===== config.mk =====
export PLATFORM = sky130hd
export DESIGN_NAME = cpmc_power_mode
export DESIGN_NICKNAME = d
export VERILOG_FILES = /design/src/cpmc_pkg.sv /design/src/cpmc_power_mode.sv
export VERILOG_INCLUDE_DIRS = /design/src
export SDC_FILE = /design/constraint.sdc
export NUM_CORES = 1
export LEC_CHECK = 0
export BUFFER_PORTS_ARGS = -buffer_cell sky130_fd_sc_hd__buf_4
export CAP_MARGIN = 10
export CORE_MARGIN = 4
export CORE_UTILIZATION = 56
export CTS_CLUSTER_SIZE = 30
export DETAILED_ROUTE_END_ITERATION = 8
export GPL_TIMING_DRIVEN = 0
export PLACE_DENSITY = 0.8
export SLEW_MARGIN = 30
export SYNTH_ARGS = -nofsm -noshare
export SYNTH_HDL_FRONTEND = slang
export SYNTH_SLANG_ARGS = --single-unit

===== constraint.sdc =====
create_clock -name core_clk_i -period 2.5 [get_ports core_clk_i]
set_input_delay 0.125 -clock core_clk_i [delete_from_list [all_inputs] [get_ports core_clk_i]]
set_output_delay 0.125 -clock core_clk_i [all_outputs]
set_load 0.005 [all_outputs]

===== src/cpmc_cfg.svh =====
`ifndef CPMC_CFG_SVH
`define CPMC_CFG_SVH

// timing, in native units and derived cycles at 40 MHz
`define CPMC_CLK_PERIOD_NS      25
`define CPMC_WAKE_LONG_MS       2000
`define CPMC_WAKE_LONG_CYC      ((`CPMC_WAKE_LONG_MS * 1000000) / `CPMC_CLK_PERIOD_NS)
`define CPMC_WAKE_CNT_W         32

// register offsets of the plain register port
`define CPMC_ADDR_W             8
`define CPMC_OFS_CTRL           8'h00
`define CPMC_OFS_STATUS         8'h01
`define CPMC_OFS_UVLO_SEL       8'h02

// control register fields
`define CPMC_CTRL_SHIP_BIT      0
`define CPMC_CTRL_RAIL_BIT      1
`define CPMC_CTRL_CHG_BIT       2
`define CPMC_CTRL_RST           8'h06

// battery undervoltage threshold selection
`define CPMC_UVLO_SEL_W         3
`define CPMC_UVLO_SEL_RST       3'h0
`define CPMC_UVLO_SEL_MAX       3'h7

`define CPMC_UNMAPPED_RDATA     8'hff

`endif


===== src/cpmc_pkg.sv =====
package cpmc_pkg;

    typedef enum logic [1:0] {
        CPMC_SHIP    = 2'b00,
        CPMC_LOWPWR  = 2'b01,
        CPMC_ACTBAT  = 2'b10,
        CPMC_CHARGER = 2'b11
    } cpmc_mode_t;

    // analog comparator results, sampled synchronously
    typedef struct packed {
        logic in_above_uvlo;
        logic in_above_ovp;
        logic bat_above_uvlo;
        logic bat_above_uvlo_hyst;
        logic bat_above_uvlo_max;
        logic bat_overcurrent;
        logic bat_inserted;
        logic charge_done;
    } cpmc_sense_t;

    // per-mode function enables
    typedef struct packed {
        logic serial_en;
        logic adc_en;
        logic event_en;
        logic osc_en;
        logic always_on_rail;
        logic ovp_en;
        logic ocp_en;
        logic charge_en;
        logic input_limit_en;
    } cpmc_func_t;

endpackage


===== src/cpmc_power_mode.sv =====
// ----------------------------------------------------------------------------
// Functional notes
// functions enabled per mode; serial, ADC, event only in charger/active battery
// ship mode latched off until input valid or long button press released
// ship request honoured regardless of charge allow input
// battery insertion without input enters ship unless button held low
// ship request with valid input waits until input removed
// ship request with button low waits until button released
// button exit from ship only when battery above highest undervoltage threshold
// host clearing ship request while input valid cancels pending entry
// watchdog expiry leaves ship request set; pending entry still completes
// in ship only input undervoltage comparator and button stay active
// low power needs request low, no input, button high, serial idle
// low power keeps always-on rail and button; serial, ADC, oscillator off
// output rail holds state selected by its enable bit in low power
// leave low power when request pin high or input valid
// input overvoltage with low power request runs in active battery mode
// button low with low power request runs active battery until released
// host holds button low after reset in low power until rails up
// outside ship, no input, battery above threshold closes discharge switch
// discharge overcurrent opens discharge switch
// battery below threshold opens switch; recovery uses fixed hysteresis
// charger mode runs ADC continuously and charges until termination
// insertion raises rail, samples button; long press wakes, else ship (insertion leaves output_rail_on_o off until a wake)
// one of four modes held, evaluated every clock while oscillator runs
// ----------------------------------------------------------------------------
`timescale 1ns/1ps
`include "cpmc_cfg.svh"

module cpmc_power_mode #(
    parameter int unsigned WAKE_LONG_CYC = `CPMC_WAKE_LONG_CYC
) (
    // clock and reset
    input  wire logic                        core_clk_i,
    input  wire logic                        resetn_i,
    // pins and sensing
    input  wire logic                        push_button_n_i,
    input  wire logic                        low_power_request_n_i,
    input  wire logic                        charge_allow_n_i,
    input  wire logic                        serial_busy_i,
    input  wire logic                        event_pending_i,
    input  wire logic                        watchdog_expired_i,
    input  wire cpmc_pkg::cpmc_sense_t       sense_i,
    // register port
    input  wire logic [`CPMC_ADDR_W-1:0]     reg_addr_i,
    input  wire logic [7:0]                  reg_wdata_i,
    input  wire logic                        reg_wr_i,
    input  wire logic                        reg_rd_i,
    output logic      [7:0]                  reg_rdata_o,
    // mode and controls
    output cpmc_pkg::cpmc_mode_t             mode_o,
    output cpmc_pkg::cpmc_func_t             func_o,
    output logic                             discharge_switch_on_o,
    output logic                             output_rail_on_o,
    output logic                             charging_o,
    output logic                             ship_pending_o
);
    import cpmc_pkg::*;

    cpmc_mode_t                  mode_q;
    cpmc_mode_t                  mode_d;
    logic                        ship_request_bit_q;
    logic                        output_rail_enable_bit_q;
    logic                        charge_enable_bit_q;
    logic [`CPMC_UVLO_SEL_W-1:0] uvlo_sel_q;
    logic [`CPMC_WAKE_CNT_W-1:0] wake_cnt_q;
    logic                        wake_long_q;
    logic                        bat_prev_q;
    logic                        insert_wait_q;
    logic                        bat_ok_q;
    logic                        ocp_trip_q;
    logic                        rail_hold_q;
    logic                        wr_ctrl;
    logic                        serial_live;
    logic                        lp_allowed;
    logic                        ship_go;
    logic                        insert_evt;

    // ------------------------------------------------------------------------
    // function decode
    // ------------------------------------------------------------------------
    function automatic cpmc_func_t mode_funcs(input cpmc_mode_t m);
        cpmc_func_t f;
        f = '0;
        case (m)
            CPMC_CHARGER: begin
                f = '{serial_en: 1'b1, adc_en: 1'b1, event_en: 1'b1, osc_en: 1'b1,
                      always_on_rail: 1'b1, ovp_en: 1'b1, ocp_en: 1'b1,
                      charge_en: 1'b1, input_limit_en: 1'b1};
            end
            CPMC_ACTBAT: begin
                f = '{serial_en: 1'b1, adc_en: 1'b1, event_en: 1'b1, osc_en: 1'b1,
                      always_on_rail: 1'b1, ovp_en: 1'b1, ocp_en: 1'b1,
                      charge_en: 1'b0, input_limit_en: 1'b0};
            end
            CPMC_LOWPWR: begin
                f = '0;
                f.always_on_rail = 1'b1;
                f.ovp_en = 1'b1;
            end
            CPMC_SHIP: begin
                f = '0;
            end
            default: begin
                f = '0;
            end
        endcase
        return f;
    endfunction

    assign serial_live = (mode_q == CPMC_CHARGER) || (mode_q == CPMC_ACTBAT);
    assign wr_ctrl     = reg_wr_i && serial_live && (reg_addr_i == `CPMC_OFS_CTRL);

    // ------------------------------------------------------------------------
    // register port
    // ------------------------------------------------------------------------
    // ship request ignores charge allow and the watchdog entirely
    always_ff @(posedge core_clk_i or negedge resetn_i) begin
        if (!resetn_i) begin
            ship_request_bit_q       <= 1'b0;
            output_rail_enable_bit_q <= 1'b1;
            charge_enable_bit_q      <= 1'b1;
        end else begin
            if (mode_q == CPMC_SHIP) begin
                ship_request_bit_q <= 1'b0;
            end else if (wr_ctrl) begin
                ship_request_bit_q       <= reg_wdata_i[`CPMC_CTRL_SHIP_BIT];
                output_rail_enable_bit_q <= reg_wdata_i[`CPMC_CTRL_RAIL_BIT];
                charge_enable_bit_q      <= reg_wdata_i[`CPMC_CTRL_CHG_BIT];
            end
        end
    end

    always_ff @(posedge core_clk_i or negedge resetn_i) begin
        if (!resetn_i) begin
            uvlo_sel_q <= `CPMC_UVLO_SEL_RST;
        end else if (reg_wr_i && serial_live && reg_addr_i == `CPMC_OFS_UVLO_SEL) begin
            uvlo_sel_q <= reg_wdata_i[`CPMC_UVLO_SEL_W-1:0];
        end
    end

    // serial access dead outside charger and active battery modes
    always_ff @(posedge core_clk_i or negedge resetn_i) begin
        if (!resetn_i) begin
            reg_rdata_o <= 8'h00;
        end else if (reg_rd_i && serial_live) begin
            case (reg_addr_i)
                `CPMC_OFS_CTRL:     reg_rdata_o <= {5'h00, charge_enable_bit_q,
                                                    output_rail_enable_bit_q, ship_request_bit_q};
                `CPMC_OFS_STATUS:   reg_rdata_o <= {1'b0, ocp_trip_q, bat_ok_q, ship_go,
                                                    insert_wait_q, discharge_switch_on_o, mode_q};
                `CPMC_OFS_UVLO_SEL: reg_rdata_o <= {5'h00, uvlo_sel_q};
                default:            reg_rdata_o <= `CPMC_UNMAPPED_RDATA;
            endcase
        end else begin
            reg_rdata_o <= 8'h00;
        end
    end

    // ------------------------------------------------------------------------
    // battery insertion and wake timing
    // ------------------------------------------------------------------------
    assign insert_evt = sense_i.bat_inserted && !bat_prev_q && !sense_i.in_above_uvlo;

    always_ff @(posedge core_clk_i or negedge resetn_i) begin
        if (!resetn_i) begin
            bat_prev_q    <= 1'b0;
            insert_wait_q <= 1'b0;
        end else begin
            bat_prev_q <= sense_i.bat_inserted;
            if (insert_evt && !push_button_n_i) begin
                insert_wait_q <= 1'b1;
            end else if (push_button_n_i || sense_i.in_above_uvlo || wake_long_q) begin
                insert_wait_q <= 1'b0;
            end
        end
    end

    // long press counter, runs while the button is held
    always_ff @(posedge core_clk_i or negedge resetn_i) begin
        if (!resetn_i) begin
            wake_cnt_q  <= '0;
            wake_long_q <= 1'b0;
        end else if (push_button_n_i) begin
            wake_cnt_q  <= '0;
            wake_long_q <= 1'b0;
        end else if (wake_cnt_q >= WAKE_LONG_CYC[`CPMC_WAKE_CNT_W-1:0] - 1'b1) begin
            wake_long_q <= 1'b1;
        end else begin
            wake_cnt_q <= wake_cnt_q + 1'b1;
        end
    end

    // ------------------------------------------------------------------------
    // battery protection
    // ------------------------------------------------------------------------
    // comparator pair models the fixed hysteresis: trip low, recover high
    always_ff @(posedge core_clk_i or negedge resetn_i) begin
        if (!resetn_i) begin
            bat_ok_q <= 1'b0;
        end else if (!sense_i.bat_above_uvlo) begin
            bat_ok_q <= 1'b0;
        end else if (sense_i.bat_above_uvlo_hyst) begin
            bat_ok_q <= 1'b1;
        end
    end

    // overcurrent latches until the mode leaves battery operation
    always_ff @(posedge core_clk_i or negedge resetn_i) begin
        if (!resetn_i) begin
            ocp_trip_q <= 1'b0;
        end else if (sense_i.bat_overcurrent && func_o.ocp_en) begin
            ocp_trip_q <= 1'b1;
        end else if (mode_q == CPMC_SHIP || mode_q == CPMC_CHARGER) begin
            ocp_trip_q <= 1'b0;
        end
    end

    // ------------------------------------------------------------------------
    // mode selection
    // ------------------------------------------------------------------------
    assign ship_go    = ship_request_bit_q && !sense_i.in_above_uvlo && push_button_n_i;
    assign lp_allowed = !low_power_request_n_i && !sense_i.in_above_uvlo && push_button_n_i
                        && !serial_busy_i && !event_pending_i;

    always_comb begin
        mode_d = mode_q;
        case (mode_q)
            CPMC_SHIP: begin
                if (sense_i.in_above_uvlo) begin
                    mode_d = CPMC_CHARGER;
                end else if (wake_long_q && push_button_n_i && sense_i.bat_above_uvlo_max) begin
                    mode_d = CPMC_ACTBAT;
                end
            end
            CPMC_LOWPWR: begin
                if (sense_i.in_above_uvlo && !sense_i.in_above_ovp) begin
                    mode_d = CPMC_CHARGER;
                end else if (low_power_request_n_i || sense_i.in_above_ovp || !push_button_n_i) begin
                    mode_d = CPMC_ACTBAT;
                end
            end
            CPMC_ACTBAT: begin
                if (ship_go) begin
                    mode_d = CPMC_SHIP;
                end else if (sense_i.in_above_uvlo && !sense_i.in_above_ovp) begin
                    mode_d = CPMC_CHARGER;
                end else if (lp_allowed && !sense_i.in_above_ovp) begin
                    mode_d = CPMC_LOWPWR;
                end
            end
            CPMC_CHARGER: begin
                if (!sense_i.in_above_uvlo) begin
                    mode_d = ship_go ? CPMC_SHIP : CPMC_ACTBAT;
                end else if (sense_i.in_above_ovp) begin
                    mode_d = CPMC_ACTBAT;
                end
            end
            default: begin
                mode_d = CPMC_SHIP;
            end
        endcase
        if (insert_evt && push_button_n_i) begin
            mode_d = CPMC_SHIP;
        end else if (insert_wait_q && wake_long_q) begin
            mode_d = CPMC_ACTBAT;
        end
    end

    // oscillator stopped in low power and ship: only wake paths above move it
    always_ff @(posedge core_clk_i or negedge resetn_i) begin
        if (!resetn_i) begin
            mode_q <= CPMC_SHIP;
        end else begin
            mode_q <= mode_d;
        end
    end

    // ------------------------------------------------------------------------
    // outputs
    // ------------------------------------------------------------------------
    always_ff @(posedge core_clk_i or negedge resetn_i) begin
        if (!resetn_i) begin
            mode_o         <= CPMC_SHIP;
            func_o         <= '0;
            ship_pending_o <= 1'b0;
        end else begin
            mode_o         <= mode_d;
            func_o         <= mode_funcs(mode_d);
            ship_pending_o <= ship_request_bit_q && mode_q != CPMC_SHIP;
        end
    end

    // rail frozen at low power entry
    always_ff @(posedge core_clk_i or negedge resetn_i) begin
        if (!resetn_i) begin
            rail_hold_q      <= 1'b0;
            output_rail_on_o <= 1'b0;
        end else begin
            if (mode_q != CPMC_LOWPWR) begin
                rail_hold_q <= output_rail_enable_bit_q;
            end
            case (mode_d)
                CPMC_SHIP:   output_rail_on_o <= 1'b0;
                CPMC_LOWPWR: output_rail_on_o <= (mode_q == CPMC_LOWPWR) ? rail_hold_q
                                                 : output_rail_enable_bit_q;
                default:     output_rail_on_o <= output_rail_enable_bit_q;
            endcase
        end
    end

    always_ff @(posedge core_clk_i or negedge resetn_i) begin
        if (!resetn_i) begin
            discharge_switch_on_o <= 1'b0;
            charging_o            <= 1'b0;
        end else begin
            discharge_switch_on_o <= (mode_d != CPMC_SHIP) && !sense_i.in_above_uvlo
                                     && bat_ok_q && sense_i.bat_above_uvlo && !ocp_trip_q
                                     && !sense_i.bat_overcurrent;
            charging_o <= (mode_d == CPMC_CHARGER) && charge_enable_bit_q
                          && !charge_allow_n_i && !sense_i.charge_done;
        end
    end

endmodule // cpmc_power_mode


==> metrics.csv <==
stage;metric;value;unit
global_route;initial antenna violation count;0;
clocking;worst skew pair latency;350;ps
critical_path;Worst R2R Start;wake_cnt_q[29];
sta;Max Freq;409;MHz
synthesis;cell count after synthesis;331;
clocking;H-tree depth;3;
critical_path;element type at the critical path start;flip-flop;
clocking;CTS tree;built;
synthesis;Post-synth ARST share;100;%
sta;Final setup viols;0;
sta;slew margin rel.;48.0;%
floorplanning;# rows;27;
routing;first drt pass iteration count;5;
synthesis;syn avg cell area;9.91;µm²
place;placed instance count;452;
critical_path;Critical Path Fanout Max;10;
critical_path;Reg2Reg Setup Slack;60;ps
routing;1st-iter DRT viols;227;
floorplanning;Core Box Area;5610;µm²
layout;fin cells;479;
critical_path;Worst Setup EP;wake_cnt_q[18];
synthesis;mapped cell area;3280;µm²
floorplanning;initial cell density of the core;58.5;%
sta;setup TNS;0;ps
sta;Final Max Slew Viols;0;
floorplanning;die area;7140;µm²
pwr;VDD IR-drop max;904;µV
critical_path;Worst R2R Path Depth;6;
floorplanning;I/O pin count;57;
global_route;Overflow after GRT;0;
critical_path;WS Path Type;flip-flop to flip-flop;
synthesis;Yosys reg bits;61;
global_route;largest net degree at the start of global routing;62;
layout;Storage cell area;1530;µm²
pwr;static leakage;1.81;nW
clocking;total CTS buffers;9;
layout;Nets;441;
global_route;vias in the first global route;2644;
critical_path;r2r endpoint;wake_cnt_q[18];
sta;Worst-Margin Slew;780;ps
clocking;clock root cell;clkbuf_8;
clocking;Sink Count;61;
critical_path;Slowest-stage cell, CP;or4_4;
synthesis;EDFF count, synth;0;
status;status;completed;
critical_path;CP Capture Type;flip-flop;
layout;most common cell after layout, fill and taps aside;buf_4;
place;final HPWL from detailed placement;5400;µm
routing;Vias/cell;5.93;
routing;DRC viols;0;
place;Port Buf Inserts;49;
floorplanning;die width;84.5;µm
routing;wire per inst;16.5;µm
routing;Antenna Nets Post-Route;0;
clocking;CTS max path bufs;2;
min_path;min-delay worst type;input port to flip-flop;
synthesis;Synth cell types;56;
sta;Tcrit/Tclk final;97.7;%
layout;Antenna Cells;0;
routing;via count;2841;
global_route;GRT Total Usage;22.8;%
min_path;Hold Crit Depth;2;
layout;fillers;421;
sta;Worst Skew;10.6;ps
clocking;Clock transition at path regs;70;ps
critical_path;worst path required time;2730;ps
routing;DRT Wirelength;7900;µm
sta;final hold violations;0;
critical_path;Arr. time, crit path;2680;ps
layout;fin util;72.6;%
layout;Multi-input gate area;1620;µm²
global_route;first-pass GRT wire length;12900;µm
critical_path;Crit. Startpoint;wake_cnt_q[29];
critical_path;Worst path max stage delay;560;ps
critical_path;crit-path cells;or4_4, nor3_4, nand2_2, buf_2, nor4_1, mux2_2;
synthesis;Main synth FF type;dfrtp_1;
synthesis;Synth warnings;0;
layout;commonest cells after routing, fill and taps aside;60 x buf_4, 59 x dfrtp_1, 25 x nor2_1, 23 x a21oi_1, 17 x nor2b_1;
synthesis;Seq/Total Area, Yosys;46.6;%
layout;Area Growth Syn to Fin;24.1;%
sta;Final min period;2440;ps
layout;layout cell share with drive strength beyond 1;27.0;%
pwr;PD cells;727;nW/µm²
place;placer congestion estimate;0.909;
floorplanning;Die Ht;84.5;µm
flow_run;max cap viols;0;
synthesis;Post-Syn Nets;370;
==> sequential cells by signal, summed over array words and instances (netlist names), 2 cells and up <==
| register | count |
|---|---|
| uvlo_sel_q | 3 |
| wake_cnt_q | 32 |
| mode_o | 2 |
| reg_rdata_o | 8 |
| func_o | 3 |
==> Yosys cell counts (3+ instances only) <==
cell	number	share of area, %
nand4_1	5	0.95
nor2b_1	17	3.2
or3_1	7	1.3
nand2b_1	8	1.5
nand2_1	15	1.7
a21oi_1	23	3.5
ha_1	5	1.9
nor4b_1	4	1.1
o21ai_0	10	1.5
o22ai_1	3	0.57
buf_4	6	1.4
nand3_1	16	2.4
nor3_1	8	1.2
mux2_1	4	1.4
dfrtp_1	59	45
and2_1	4	0.76
nor2_1	25	2.9
mux2_2	16	5.5
nor4_1	10	1.9
or4_1	9	2.1
o31ai_1	8	1.8
mux2i_1	3	0.92
and3_1	6	1.1
o21a_1	3	0.69
inv_1	9	1.0
a211oi_1	3	0.69
clkbuf_1	11	1.3
==> kinds of logic (layout without fill, tap and decap cells) <==
| kind of cell | Yosys count | after routing | synth area share [%] |
|---|---|---|---|
| flops | 61 | 61 | 46.6 |
| fa+ha+maj | 5 | 5 | 1.91 |
| mux | 23 | 23 | 7.78 |
| buf+inv | 31 | 107 | 4.77 |
| simple gates | 146 | 146 | 25.9 |
| compound gates | 65 | 65 | 13.0 |
==> power by group <==
part           internal (W)  leakage (nW)  switching, W
logic              0.000449         0.880      0.000378
registers           0.00110         0.817     0.0000982
clock network      0.000542         0.110      0.000388
total               0.00209          1.81      0.000864
==> area by class of cell <==
type	count	share of cell area [%]
multi-input cells	239	39.7
repair buffers	60	11.4
clock inverters	3	1.08
well taps	72	2.21
inverters	9	0.830
clock buffers	13	4.15
flip-flops and latches	61	37.6
plain buffers	22	3.04
==> timing repair <==
item                                    4_1_cts  5_1_grt
resized for setup                             1        4
hold buffers                                  5        1
buffers inserted                              0        5
pin swaps                                     0        2
hold endpoints to repair                     62        1
gates cloned                                  0        0
endpoints found under the setup margin        1       23
==> worst min-delay path by stage <==
stage	startpoint	end	slack, ps
floorplan	resetn_i	bat_ok_q	-170
global placement	resetn_i	reg_rdata_o[5]	240
detailed placement	resetn_i	reg_rdata_o[2]	250
CTS	sense_i[2]	ocp_trip_q	6
global route	reg_wdata_i[1]	output_rail_enable_bit_q	10
finish	reg_wdata_i[0]	uvlo_sel_q[0]	20
==> per-layer routing <==
| metal | routed length (µm) | GRT usage, % |
|---|---|---|
| met3 | 465 | 5.20 |
| met4 | 137 | 8.92 |
| met5 | 0 | 0 |
| met1 | 3520 | 31.2 |
| met2 | 3780 | 35.3 |
==> stage by stage <==
stage	total power, W	hold WS [ps]	cell area [µm²]	setup slack [ps]
4_1_cts	0.00296	5.63	4000	0.730
2_1_floorplan	0.00164	-171	3280	258
3_5_place_dp	0.00203	250	3740	18.6
6_report	0.00296	23.4	4070	56.7
5_1_grt	0.00314	10.3	4070	-25.2
3_3_place_gp	0.00200	243	3740	48.4
==> worst max-delay path, delay by kind of cell (launching register included) <==
| kind | cells | cell delay [ps] |
|---|---|---|
| buffers and inverters | 1 | 240 |
| flip-flops | 1 | 380 |
| AND/OR/NAND/NOR | 4 | 1350 |
| multiplexers | 1 | 370 |
(Power assumes the default switching activity.)
